## src/isp_defs.vh

```
// register offsets, field positions, reset values and timing counts
`ifndef ISP_DEFS_VH
`define ISP_DEFS_VH
`define ISP_ADDR_W         8
`define ISP_OFS_OFFSET_CTL 8'h1B
`define ISP_OFS_TEST0      8'h1C
`define ISP_OFS_SLICER     8'h1D
`define ISP_OFS_INPWR      8'h1E
`define ISP_OFS_STATUS     8'h40
`define ISP_RST_OFFSET_CTL 8'h58
`define ISP_RST_TEST0      8'h00
`define ISP_RST_SLICER     8'h78
`define ISP_RST_INPWR      8'h20
`define ISP_B_AUTO_OFS     5
`define ISP_B_UPD_HI       4
`define ISP_B_UPD_LO       3
`define ISP_B_THR_HI       7
`define ISP_B_THR_LO       3
`define ISP_B_MON_POL      2
`define ISP_B_MON_SEL_HI   1
`define ISP_B_MON_SEL_LO   0
`define ISP_B_CH_OVR       7
`define ISP_B_CH_SEL       6
`define ISP_B_BW           5
`define ISP_B_PD_AUTO      4
`define ISP_B_PD           3
`define ISP_B_PD_POL       2
`define ISP_B_FAST_SW      1
`define ISP_B_MON_HIZ      0
`define ISP_UPD_EVERY_1    2'h0
`define ISP_UPD_EVERY_16   2'h1
`define ISP_UPD_EVERY_64   2'h2
`define ISP_UPD_VSYNC      2'h3
`define ISP_CNT_16         6'h0F
`define ISP_CNT_64         6'h3F
`define ISP_MON_RAW_SLICE  2'h0
`define ISP_MON_RAW_LINE   2'h1
`define ISP_MON_REGEN      2'h2
`define ISP_MON_FILTERED   2'h3
`define ISP_WIN_LO         12'h040
`define ISP_WIN_HI         12'hFC0
`define ISP_LINE_NOM       12'h200
`endif

```

## src/isp_ctrl.v

```verilog
// input, sync monitor and power control register bank
//
// Added by the designer: the plain strobed port.
`timescale 1ns/10ps
`default_nettype none
`include "isp_defs.vh"
module isp_ctrl (
  // clock and reset
  input  wire        clk,
  input  wire        rst_n,
  // register port
  input  wire [7:0]  addr,
  input  wire [7:0]  wdata,
  input  wire        wr,
  input  wire        rd,
  output reg  [7:0]  rdata_q,
  // pins and front-end status
  input  wire        pwrdn_pin,
  input  wire        line_sync_ch_a,
  input  wire        line_sync_ch_b,
  input  wire        green_embedded_sync_ch_a,
  input  wire        green_embedded_sync_ch_b,
  input  wire [3:0]  sync_detect,
  input  wire        clamp_end,
  input  wire        vsync_in,
  input  wire        coast,
  // analog front-end controls
  output reg         offset_update_q,
  output reg         auto_offset_q,
  output reg  [4:0]  slicer_thr_q,
  output reg         high_bw_q,
  output reg         chan_b_sel_q,
  output reg         chip_pd_q,
  output reg         data_oe_q,
  // sync monitor pin
  output reg         sync_monitor_output,
  output reg         sync_monitor_oe_q
);
  localparam [2:0] ST_RUN  = 3'b001;
  localparam [2:0] ST_PD   = 3'b010;
  localparam [2:0] ST_FAST = 3'b100;

  reg  [7:0] offset_ctl_q;
  reg  [7:0] test0_q;
  reg  [7:0] slicer_q;
  reg  [7:0] inpwr_q;
  reg  [2:0] st_q;
  reg  [2:0] st_d;
  reg  [1:0] pin_s_q;
  reg  [1:0] lsa_s_q;
  reg  [1:0] lsb_s_q;
  reg  [1:0] gsa_s_q;
  reg  [1:0] gsb_s_q;
  reg  [1:0] vs_s_q;
  reg  [1:0] co_s_q;
  reg  [7:0] det_s1_q;
  reg  [3:0] det_s2_q;
  reg        auto_ch_q;
  reg        line_prev_q;
  reg        vs_prev_q;
  reg        mon_src;
  wire       chan_b;
  wire       line_sel;
  wire       green_sel;
  wire       pin_active;
  wire       pd_req;
  wire       sync_rise;
  wire       regen;
  wire       filt;
  wire       upd;

  // selects a named bit of a register value
  function fld;
    input [7:0] v;
    input integer b;
    begin
      fld = v[b];
    end
  endfunction

  // register write
  always @(posedge clk or negedge rst_n) begin
    if (!rst_n) begin
      offset_ctl_q <= `ISP_RST_OFFSET_CTL;
      test0_q      <= `ISP_RST_TEST0;
      slicer_q     <= `ISP_RST_SLICER;
      inpwr_q      <= `ISP_RST_INPWR;
    end else if (wr) begin
      case (addr)
        `ISP_OFS_OFFSET_CTL: offset_ctl_q <= wdata;
        `ISP_OFS_TEST0:      test0_q      <= wdata;
        `ISP_OFS_SLICER:     slicer_q     <= wdata;
        `ISP_OFS_INPWR:      inpwr_q      <= wdata;
        default: ;
      endcase
    end
  end

  // register read, data one cycle after strobe
  always @(posedge clk or negedge rst_n) begin
    if (!rst_n) begin
      rdata_q <= 8'h00;
    end else if (rd) begin
      case (addr)
        `ISP_OFS_OFFSET_CTL: rdata_q <= offset_ctl_q;
        `ISP_OFS_TEST0:      rdata_q <= test0_q;
        `ISP_OFS_SLICER:     rdata_q <= slicer_q;
        `ISP_OFS_INPWR:      rdata_q <= inpwr_q;
        `ISP_OFS_STATUS:     rdata_q <= {st_q, chan_b, det_s2_q};
        default:             rdata_q <= 8'h00;
      endcase
    end else begin
      rdata_q <= 8'h00;
    end
  end

  // power-down pin synchroniser, kept apart: only the power path reads it
  always @(posedge clk or negedge rst_n) begin
    if (!rst_n) begin
      pin_s_q <= 2'h0;
    end else begin
      pin_s_q <= {pin_s_q[0], pwrdn_pin};
    end
  end

  // two-stage synchronisers for the raw syncs, vertical sync and coast
  always @(posedge clk or negedge rst_n) begin
    if (!rst_n) begin
      lsa_s_q <= 2'h0;
      lsb_s_q <= 2'h0;
      gsa_s_q <= 2'h0;
      gsb_s_q <= 2'h0;
      vs_s_q  <= 2'h0;
      co_s_q  <= 2'h0;
    end else begin
      lsa_s_q <= {lsa_s_q[0], line_sync_ch_a};
      lsb_s_q <= {lsb_s_q[0], line_sync_ch_b};
      gsa_s_q <= {gsa_s_q[0], green_embedded_sync_ch_a};
      gsb_s_q <= {gsb_s_q[0], green_embedded_sync_ch_b};
      vs_s_q  <= {vs_s_q[0], vsync_in};
      co_s_q  <= {co_s_q[0], coast};
    end
  end

  // detect flags: a slow status word, one extra stage costs nothing
  always @(posedge clk or negedge rst_n) begin
    if (!rst_n) begin
      det_s1_q <= 8'h00;
      det_s2_q <= 4'h0;
    end else begin
      det_s1_q <= {det_s1_q[3:0], sync_detect};
      det_s2_q <= det_s1_q[7:4];
    end
  end

  // automatic pick: channel a while it shows sync, else b if b does
  always @(posedge clk or negedge rst_n) begin
    if (!rst_n) begin
      auto_ch_q <= 1'b0;
    end else if (det_s2_q[1:0] != 2'h0) begin
      auto_ch_q <= 1'b0;
    end else if (det_s2_q[3:2] != 2'h0) begin
      auto_ch_q <= 1'b1;
    end
  end

  // select bit held but unused while override is clear
  assign chan_b = fld(inpwr_q, `ISP_B_CH_OVR) ?
                  fld(inpwr_q, `ISP_B_CH_SEL) : auto_ch_q;
  assign line_sel  = chan_b ? lsb_s_q[1] : lsa_s_q[1];
  assign green_sel = chan_b ? gsb_s_q[1] : gsa_s_q[1];

  always @(posedge clk or negedge rst_n) begin
    if (!rst_n) begin
      line_prev_q <= 1'b0;
      vs_prev_q   <= 1'b0;
    end else begin
      line_prev_q <= line_sel;
      vs_prev_q   <= vs_s_q[1];
    end
  end
  assign sync_rise = line_sel && !line_prev_q;

  isp_sync_clean u_clean (
    .clk       (clk),
    .rst_n     (rst_n),
    .sync_rise (sync_rise),
    .coast     (co_s_q[1]),
    .regen_q   (regen),
    .filt_q    (filt)
  );

  isp_offset_timer u_timer (
    .clk        (clk),
    .rst_n      (rst_n),
    .enable     (fld(offset_ctl_q, `ISP_B_AUTO_OFS)),
    .rate       (offset_ctl_q[`ISP_B_UPD_HI:`ISP_B_UPD_LO]),
    .clamp_end  (clamp_end),
    .vsync_rise (vs_s_q[1] && !vs_prev_q),
    .update_q   (upd)
  );

  // power-down decision
  assign pin_active = fld(inpwr_q, `ISP_B_PD_POL) ?
                      pin_s_q[1] : !pin_s_q[1];
  // pin and bit ignored under automatic control, yet kept
  assign pd_req = fld(inpwr_q, `ISP_B_PD_AUTO) ?
                  (det_s2_q == 4'h0) :
                  (fld(inpwr_q, `ISP_B_PD) || pin_active);

  always @* begin
    case (st_q)
      ST_RUN, ST_PD, ST_FAST: begin
        if (!pd_req)
          st_d = ST_RUN;
        else if (fld(inpwr_q, `ISP_B_FAST_SW))
          st_d = ST_FAST;
        else
          st_d = ST_PD;
      end
      default: st_d = ST_RUN;
    endcase
  end

  // monitor source mux
  always @* begin
    case (slicer_q[`ISP_B_MON_SEL_HI:`ISP_B_MON_SEL_LO])
      `ISP_MON_RAW_SLICE: mon_src = green_sel;
      `ISP_MON_RAW_LINE:  mon_src = line_sel;
      `ISP_MON_REGEN:     mon_src = regen;
      `ISP_MON_FILTERED:  mon_src = filt;
      default:            mon_src = line_sel;
    endcase
  end

  always @(posedge clk or negedge rst_n) begin
    if (!rst_n) begin
      st_q <= ST_RUN;
    end else begin
      st_q <= st_d;
    end
  end

  // front-end controls, one cycle behind the registers
  always @(posedge clk or negedge rst_n) begin
    if (!rst_n) begin
      offset_update_q <= 1'b0;
      auto_offset_q   <= 1'b0;
      slicer_thr_q    <= 5'h0F;
      high_bw_q       <= 1'b1;
      chan_b_sel_q    <= 1'b0;
    end else begin
      // no refresh while the converters are unpowered
      offset_update_q <= upd && (st_q != ST_PD);
      auto_offset_q   <= fld(offset_ctl_q, `ISP_B_AUTO_OFS);
      // code n means (n+1)*8 mV at the comparator
      slicer_thr_q    <= slicer_q[`ISP_B_THR_HI:`ISP_B_THR_LO];
      high_bw_q       <= fld(inpwr_q, `ISP_B_BW);
      chan_b_sel_q    <= chan_b;
    end
  end

  // power outputs follow the next state, saving a cycle of latency
  always @(posedge clk or negedge rst_n) begin
    if (!rst_n) begin
      chip_pd_q <= 1'b0;
      data_oe_q <= 1'b1;
    end else begin
      chip_pd_q <= (st_d == ST_PD);
      data_oe_q <= (st_d == ST_RUN);
    end
  end

  // sync monitor pin
  always @(posedge clk or negedge rst_n) begin
    if (!rst_n) begin
      sync_monitor_output <= 1'b1;
      sync_monitor_oe_q   <= 1'b1;
    end else begin
      // source is active high internally; invert for low polarity
      sync_monitor_output <= fld(slicer_q, `ISP_B_MON_POL) ?
                             mon_src : !mon_src;
      sync_monitor_oe_q   <= !((st_d != ST_RUN) &&
                             fld(inpwr_q, `ISP_B_MON_HIZ));
    end
  end
endmodule
`default_nettype wire

```

## src/isp_offset_timer.v

```verilog
// offset refresh pacing from clamp periods or vertical periods
`timescale 1ns/10ps
`default_nettype none
`include "isp_defs.vh"
module isp_offset_timer (
  // clock and reset
  input  wire        clk,
  input  wire        rst_n,
  // control
  input  wire        enable,
  input  wire [1:0]  rate,
  // timing events
  input  wire        clamp_end,
  input  wire        vsync_rise,
  // refresh strobe
  output reg         update_q
);
  reg  [5:0] cnt_q;
  wire [5:0] limit;

  assign limit = (rate == `ISP_UPD_EVERY_16) ? `ISP_CNT_16 :
                 (rate == `ISP_UPD_EVERY_64) ? `ISP_CNT_64 : 6'h00;

  always @(posedge clk or negedge rst_n) begin
    if (!rst_n) begin
      cnt_q    <= 6'h00;
      update_q <= 1'b0;
    end else if (!enable) begin
      // manual offset in force: no refreshes
      cnt_q    <= 6'h00;
      update_q <= 1'b0;
    end else if (rate == `ISP_UPD_VSYNC) begin
      cnt_q    <= 6'h00;
      update_q <= vsync_rise;
    end else if (clamp_end) begin
      if (cnt_q >= limit) begin
        cnt_q    <= 6'h00;
        update_q <= 1'b1;
      end else begin
        cnt_q    <= cnt_q + 6'h01;
        update_q <= 1'b0;
      end
    end else begin
      update_q <= 1'b0;
    end
  end
endmodule
`default_nettype wire

```

## src/isp_sync_clean.v

```verilog
// sync filter: passes pulses inside the window, regenerates missing ones
`timescale 1ns/10ps
`default_nettype none
`include "isp_defs.vh"
module isp_sync_clean (
  // clock and reset
  input  wire        clk,
  input  wire        rst_n,
  // sync in
  input  wire        sync_rise,
  input  wire        coast,
  // outputs
  output reg         regen_q,
  output reg         filt_q
);
  reg  [11:0] cnt_q;
  reg  [11:0] per_q;
  wire        in_win;
  wire        missing;

  assign in_win  = (cnt_q >= `ISP_WIN_LO) && (cnt_q <= `ISP_WIN_HI);
  // period overrun or coasting: insert a pulse at the learned period
  assign missing = (cnt_q == per_q) && !(sync_rise && in_win);

  always @(posedge clk or negedge rst_n) begin
    if (!rst_n) begin
      cnt_q   <= 12'h000;
      per_q   <= `ISP_LINE_NOM;
      regen_q <= 1'b0;
      filt_q  <= 1'b0;
    end else begin
      filt_q  <= sync_rise && in_win && !coast;
      regen_q <= (sync_rise && in_win && !coast) || missing
                 || (coast && cnt_q == per_q);
      if ((sync_rise && in_win && !coast) || missing ||
          (coast && cnt_q == per_q)) begin
        if (sync_rise && in_win && !coast)
          per_q <= cnt_q;
        cnt_q <= 12'h000;
      end else if (cnt_q != 12'hFFF) begin
        cnt_q <= cnt_q + 12'h001;
      end
    end
  end
endmodule
`default_nettype wire
```

## config.mk

```make
export PLATFORM = sky130hd
export DESIGN_NAME = isp_ctrl
export DESIGN_NICKNAME = d
export VERILOG_FILES = /design/src/isp_ctrl.v /design/src/isp_offset_timer.v /design/src/isp_sync_clean.v
export VERILOG_INCLUDE_DIRS = /design/src
export SDC_FILE = /design/constraint.sdc
export NUM_CORES = 1
export LEC_CHECK = 0
export ABC_AREA = 1
export BUFFER_PORTS_ARGS = -buffer_cell sky130_fd_sc_hd__clkbuf_2
export CELL_PAD_IN_SITES_DETAIL_PLACEMENT = 1
export CELL_PAD_IN_SITES_GLOBAL_PLACEMENT = 1
export CORE_AREA = 3 3 107 135
export DETAILED_ROUTE_END_ITERATION = 16
export DIE_AREA = 0 0 110 138
export GPL_TIMING_DRIVEN = 0
export PLACE_DENSITY = 0.84
export SLEW_MARGIN = 20
export SYNTH_ARGS = -nofsm -noshare
export SYNTH_HDL_FRONTEND = slang
export SYNTH_SLANG_ARGS = --single-unit
```

## constraint.sdc

```tcl
create_clock -name clk -period 1.9 [get_ports clk]
set_clock_uncertainty 0.05 [all_clocks]
set_input_delay 0 -clock clk [delete_from_list [all_inputs] [get_ports clk]]
set_output_delay 0 -clock clk [all_outputs]
set_load 0.05 [all_outputs]
```

After elaboration in Yosys (flattened, before gate mapping)
Index checks and enable logic that the tools add are counted.

cells by class
  add/subtract/negate cells = 2
  $lt $le $gt $ge = 3
  equality and inequality tests = 21
  mux-type cells = 26
  reduce and logical (&&, ||, !) cells = 31

operator list
  cell                                                                 count
  case mux 8 bit (5 select lines)                                      1
  two-way mux 6 bit                                                    6
  == test 8 x 5 -> 1 bit (second input constant)                       4
  two-way mux 12 bit                                                   2
  adder 12 x 1 -> 12 bit (second input constant)                       1
  == test 12 bit                                                       1
  greater-or-equal comparator 12 x 7 -> 1 bit (second input constant)  1
  <= comparator 12 bit (second input constant)                         1
  two-way mux 1 bit                                                    12
  inequality test 12 bit (second input constant)                       1
  AND reduction 2 bit                                                  5
  logical AND 1 bit                                                    9
  two-way mux 3 bit                                                    3
  == test 2 bit (second input constant)                                4
  == test 8 x 7 -> 1 bit (second input constant)                       1
  two-way mux 8 bit                                                    1
  nonzero test 2 bit                                                   4
  logical NOT 1 bit                                                    7
  adder 6 x 1 -> 6 bit (second input constant)                         1
  == test 3 x 1 -> 1 bit (second input constant)                       2
  == test 3 x 2 -> 1 bit (second input constant)                       2
  greater-or-equal comparator 6 bit                                    1
  inequality test 3 x 2 -> 1 bit (second input constant)               2
  == test 2 x 1 -> 1 bit (second input constant)                       2
  7 further kinds                                                      9

storage, ports and cells
  register bits after elaboration = 118
  bits of input ports = 32
  output and inout port bits = 21
  logic and storage cells = 116

Longest topological paths before layout
  depth in word-level cells = 9
  gate-level depth with buffers = 11
  gate-level depth less buffers = 11

Cells and area by module
A second synthesis with hierarchy kept.

second synthesis, totals
  cells, all modules = 601
  area total of the unflattened synthesis = 5585.4 sq um

modules (own cells, without submodules)
  module            instances  cells an instance  area each (sq um)  sequential area each (sq um)
  isp_ctrl          1          330                3519.6             2148.3
  isp_sync_clean    1          198                1486.4             651.9
  isp_offset_timer  1          73                 579.3              175.2

Worst setup path after synthesis
OpenSTA, ideal clock, no wires.

  kind = register to register
  start point = reg offset_ctl_q[3]
  end point = reg u_timer.cnt_q[5]
  setup time = 0.065 ns
  arrival = 1.704 ns
  required time = 1.785 ns
  setup slack = 0.081 ns
  stages on the path, launching flop included = 11
  path buffers = 0
  clock period less this slack = 1.819 ns
  path through = dfstp_2 -> inv_1 -> ha_1 -> inv_1 -> ha_1 -> a21o_1 -> a21oi_1 -> nand2_1 -> nor2_1 -> nand2_1 -> nand2_1

between the ends
  longest elaborated chain between the ends = 8
  elaborated cells between the ends (all ways) = 11
  classes of those cells = order compare (1); eq/ne (4); mux (6)

RTL lines
  what                               line                   text
  start, declared                    isp_ctrl.v:43          reg [7:0] offset_ctl_q;
  start signal, assigned             isp_ctrl.v:84          offset_ctl_q <= `ISP_RST_OFFSET_CTL;
  start signal, assigned             isp_ctrl.v:90          `ISP_OFS_OFFSET_CTL: offset_ctl_q <= wdata;
  == test 2 bit (no line)            --
  two-way mux 6 bit                  isp_offset_timer.v:22  (rate == `ISP_UPD_EVERY_64) ? `ISP_CNT_64 : 6'h00;
  two-way mux 6 bit                  isp_offset_timer.v:21  assign limit = (rate == `ISP_UPD_EVERY_16) ? `ISP_CNT_16 :
  greater-or-equal comparator 6 bit  isp_offset_timer.v:36  if (cnt_q >= limit) begin
  two-way mux 6 bit                  isp_offset_timer.v:36
  two-way mux 6 bit                  isp_offset_timer.v:35  end else if (clamp_end) begin
  two-way mux 6 bit                  isp_offset_timer.v:32  end else if (rate == `ISP_UPD_VSYNC) begin
  two-way mux 6 bit                  isp_offset_timer.v:28  end else if (!enable) begin
  end signal, assigned               isp_offset_timer.v:40  cnt_q <= cnt_q + 6'h01;
  end, declared                      isp_offset_timer.v:18  reg [5:0] cnt_q;

Parallel ways exist; a longest one is shown, timed or not. The select of a mux whose other input is x is not followed.
A chain may end at the register's enable or synchronous reset.

Final worst setup path
  start point = reg offset_ctl_q[3]
  end point = reg u_timer.cnt_q[3]

Same word-level chain as after synthesis.

==> summary.md <==
| Metric | Value |
|---|---|
| GP Congestion | 0.912 |
| Final WS setup | ~0.021 ns |
| Fmax | approximately 530 MHz |
| Post-Syn Area | 5380 µm² |
| Share of cells above drive strength 1 | 0.219 |
| Vias/cell | 5.20 |
| Most common flop cell mapped by yosys | dfrtp_1 |
| 1st-iter DRT viols | 228 |
| Hold_ws | 0.0442 ns |
| Die H | 138 µm |
| Ys Warns | 0 |
| VDD IR max | 0.923 mV |
| Die area | 15200 µm² |
| Status | completed |
| IO Pins | 53 |
| RSZ-0062 raised after global routing | true |
| Depth of the CTS H-tree | 4 |
| Clk slew on worst S/H paths | 0.06 ns |
| Worst Tran Pin Value | slightly below 0.7 ns |
| Cell Pwr Density | 1010 nW/µm² |
| Tot Pwr | 6.90 mW |
| Combinational share of power | 0.111 |
| CTS Sinks | around 120 |
| Cell count after synthesis | 600 |
| Rel. slew slack | 0.537 |
| Fin area | 6840 µm² |
| Max-slew violations | 0 |
| CTS max path bufs | 2 |
| First-pass GRT wire length | 25700 µm |
| Tcrit/Tclk final | 0.989 |
| Final wirelength | roughly 16000 µm |
| Critical path data arrival time | 2.16 ns |
| Worst-skew pair later-pin latency | 0.41 ns |
| Reg-to-Reg End | u_timer.cnt_q[3] |
| Avg WL per Cell | 17.9 µm |
| CP Max Fanout | 4 |
| Synth async-reset ratio | 1.00 |
| Register-to-Register Path Depth | 9 |
| Tmin final | 1.88 ns |
| Max-Cap Viols | 0 |
| Switching fraction of total power | 0.261 |
| Root Driver | clkbuf_16 |
| Area occupied by multi-input gates | 2090 µm² |
| Final hold vios | 0 |
| Req. time, crit path | 2.18 ns |
| CP Launch Type | register |
| Area growth, synth to finish | 27.1% |
| Min-Delay Path Class | in -> async |
| Reg2reg start | offset_ctl_q[3] |
| Flop pwr share | 0.410 |
| Post-synth net total | 640 |
| Pin count of the biggest net entering global routing | between 60 and 70 |
| Grt ovf | 0 |
| Nets | 739 |
| Area of the core | 13200 µm² |
| Clock share of power | 0.479 |
| Num CTS Buffers | 17 |
| # fillers | 1533 |
| # rows | 47 |
| Number of synthesized register bits | 118 |
| Type of the worst setup path | reg -> reg |
| Place WS | -0.175 ns |
| Vias in the first global route | 5042 |
| Syn avg cell area | 8.97 µm² |
| Leak | 3.37 nW |
| 1st-pass router iterations | 4 |
| Initial antenna violation count | 0 |
| Psw | 1.80 mW |
| Dpl cell area | around 5900 µm² |
| Die Width | between 100 and 150 µm |
| Port buffer count | 52 |
| Final setup vio count | 0 |
| Starting Density | 0.407 |
| Total GRT Usage | 0.221 |
| ANT nets after route | 0 |
| Post-synth EDFFs | 0 |
| DRC violations left | 0 |
| Post-synthesis sequential area ratio | 0.553 |
| Antenna Cells | 0 |
| Number of distinct library cells after synthesis | 33 |
| CTS tree | done |
| Int Pwr | 5.10 mW |
| Sequential standard cell area | 2980 µm² |
| Final Util | 0.517 |
| Vias | 4595 |
| Post-DP HPWL | 10400 µm |
| Crit. End Element | register |
| R2R setup slack | 0.02 ns |
power by group through the flow:
stage / sequential [mW] / combinational, mW / clock [mW]
after floorplan: 2.93 / 0.300 / 0
after global placement: 2.85 / 0.587 / 0
after detailed placement: 2.87 / 0.640 / 0
after CTS: 2.83 / 0.714 / 3.33
after global routing: 2.85 / 0.840 / 3.48
final: 2.83 / 0.766 / 3.31
cell usage in the layout, fill, tap and decap left out, types with 7 or more instances in the layout:
cell type	count
nand2_1	134
inv_1	69
nor2_1	61
buf_6	8
xnor2_1	8
nand4_1	15
nand3_1	69
clkbuf_16	17
dfstp_2	18
o21a_1	10
o21ai_0	39
dlygate4sd3_1	23
dfrtp_1	98
a21oi_1	7
clkbuf_2	52
through the flow:
step | setup TNS, ns | cells
after detailed placement | -0.656 | 824
after global placement | -87.26 | 823
after CTS | 0 | 881
after floorplan | 0 | 600
after global routing | -0.184 | 883
final | 0 | 883
area by class of cell:
type                    instances  share of cell area
inverters                      73              0.0400
repair buffers                 80              0.0824
well taps                     171              0.0313
clock inverters                11              0.0218
multi-input cells             395               0.306
plain buffers                  14              0.0165
clock buffers                  21              0.0673
flip-flops and latches        118               0.435
repair_timing:
item,CTS,global route
gates resized for setup,4,17
pin swaps,1,6
gates cloned,0,0
buffers inserted,2,2
hold endpoints to repair,159,0
hold buffers,23,0
setup endpoints to repair,6,18
metal layers:
metal / global-route usage / vias up / part of all wire
met5: 0 / - / 0
met4: 0.115 / 0 / 0.049
met3: 0.0494 / 58 / 0.036
met2: 0.397 / 122 / 0.55
met1: 0.233 / 2284 / 0.37
li1: - / 2131 / -
cell usage after synthesis (all sizes together) (2+ instances only):
cell	instances	area [µm²]
o21ai	41	205
a21oi	8	40.0
o21bai	2	15.0
nor3	2	10.0
xnor2	9	78.8
nand3	71	360
a21o	2	15.0
nand4	17	136
nand2	142	568
o21a	10	75.1
nor2	74	352
ha	8	100
dfstp	18	473
xor2	3	26.3
buf	13	108
or2	2	12.5
nand3b	2	15.0
dfrtp	100	2500
inv	73	274
how the worst max path moves through the flow:
stage | cells after the start | startpoint | to | slack, ns
2_1_floorplan | 10 | offset_ctl_q[3] | u_timer.cnt_q[5] | 0.08
3_3_place_gp | 1 | rst_n | test0_q[6] | -0.85
3_5_place_dp | 10 | offset_ctl_q[3] | u_timer.cnt_q[5] | -0.17
4_1_cts | 10 | offset_ctl_q[3] | u_timer.cnt_q[5] | 0.007
5_1_grt | 10 | offset_ctl_q[3] | u_timer.cnt_q[5] | -0.07
6_report | 9 | offset_ctl_q[3] | u_timer.cnt_q[3] | 0.02
state kept, by name, summed over array words and instances (netlist names), 4 cells and up:
register       count
det_s2_q           4
test0_q            8
offset_ctl_q       8
det_s1_q           8
rdata_q            8
u_clean.per_q     12
u_clean.cnt_q     12
inpwr_q            8
slicer_q           8
u_timer.cnt_q      6
slicer_thr_q       5
worst max-delay path: stages (launching register included):
cell and delay (ns):
dfstp_2 0.54, inv_2 0.05, ha_4 0.15, inv_2 0.07, ha_4 0.20, a21o_1 0.21, a21oi_4 0.21, buf_6 0.13
nand3_1 0.07, a21oi_1 0.12
logic make-up (layout without fill, tap and decap cells):
kind of cell | count (synthesis) | after routing | synth area share
simple gates | 310 | 310 | 0.270
flops | 118 | 118 | 0.553
buf+inv | 87 | 199 | 0.0716
compound gates | 65 | 65 | 0.0676
xor+xnor | 12 | 12 | 0.0195
fa+ha+maj | 8 | 8 | 0.0186
Power figures use the tool's default switching activity.
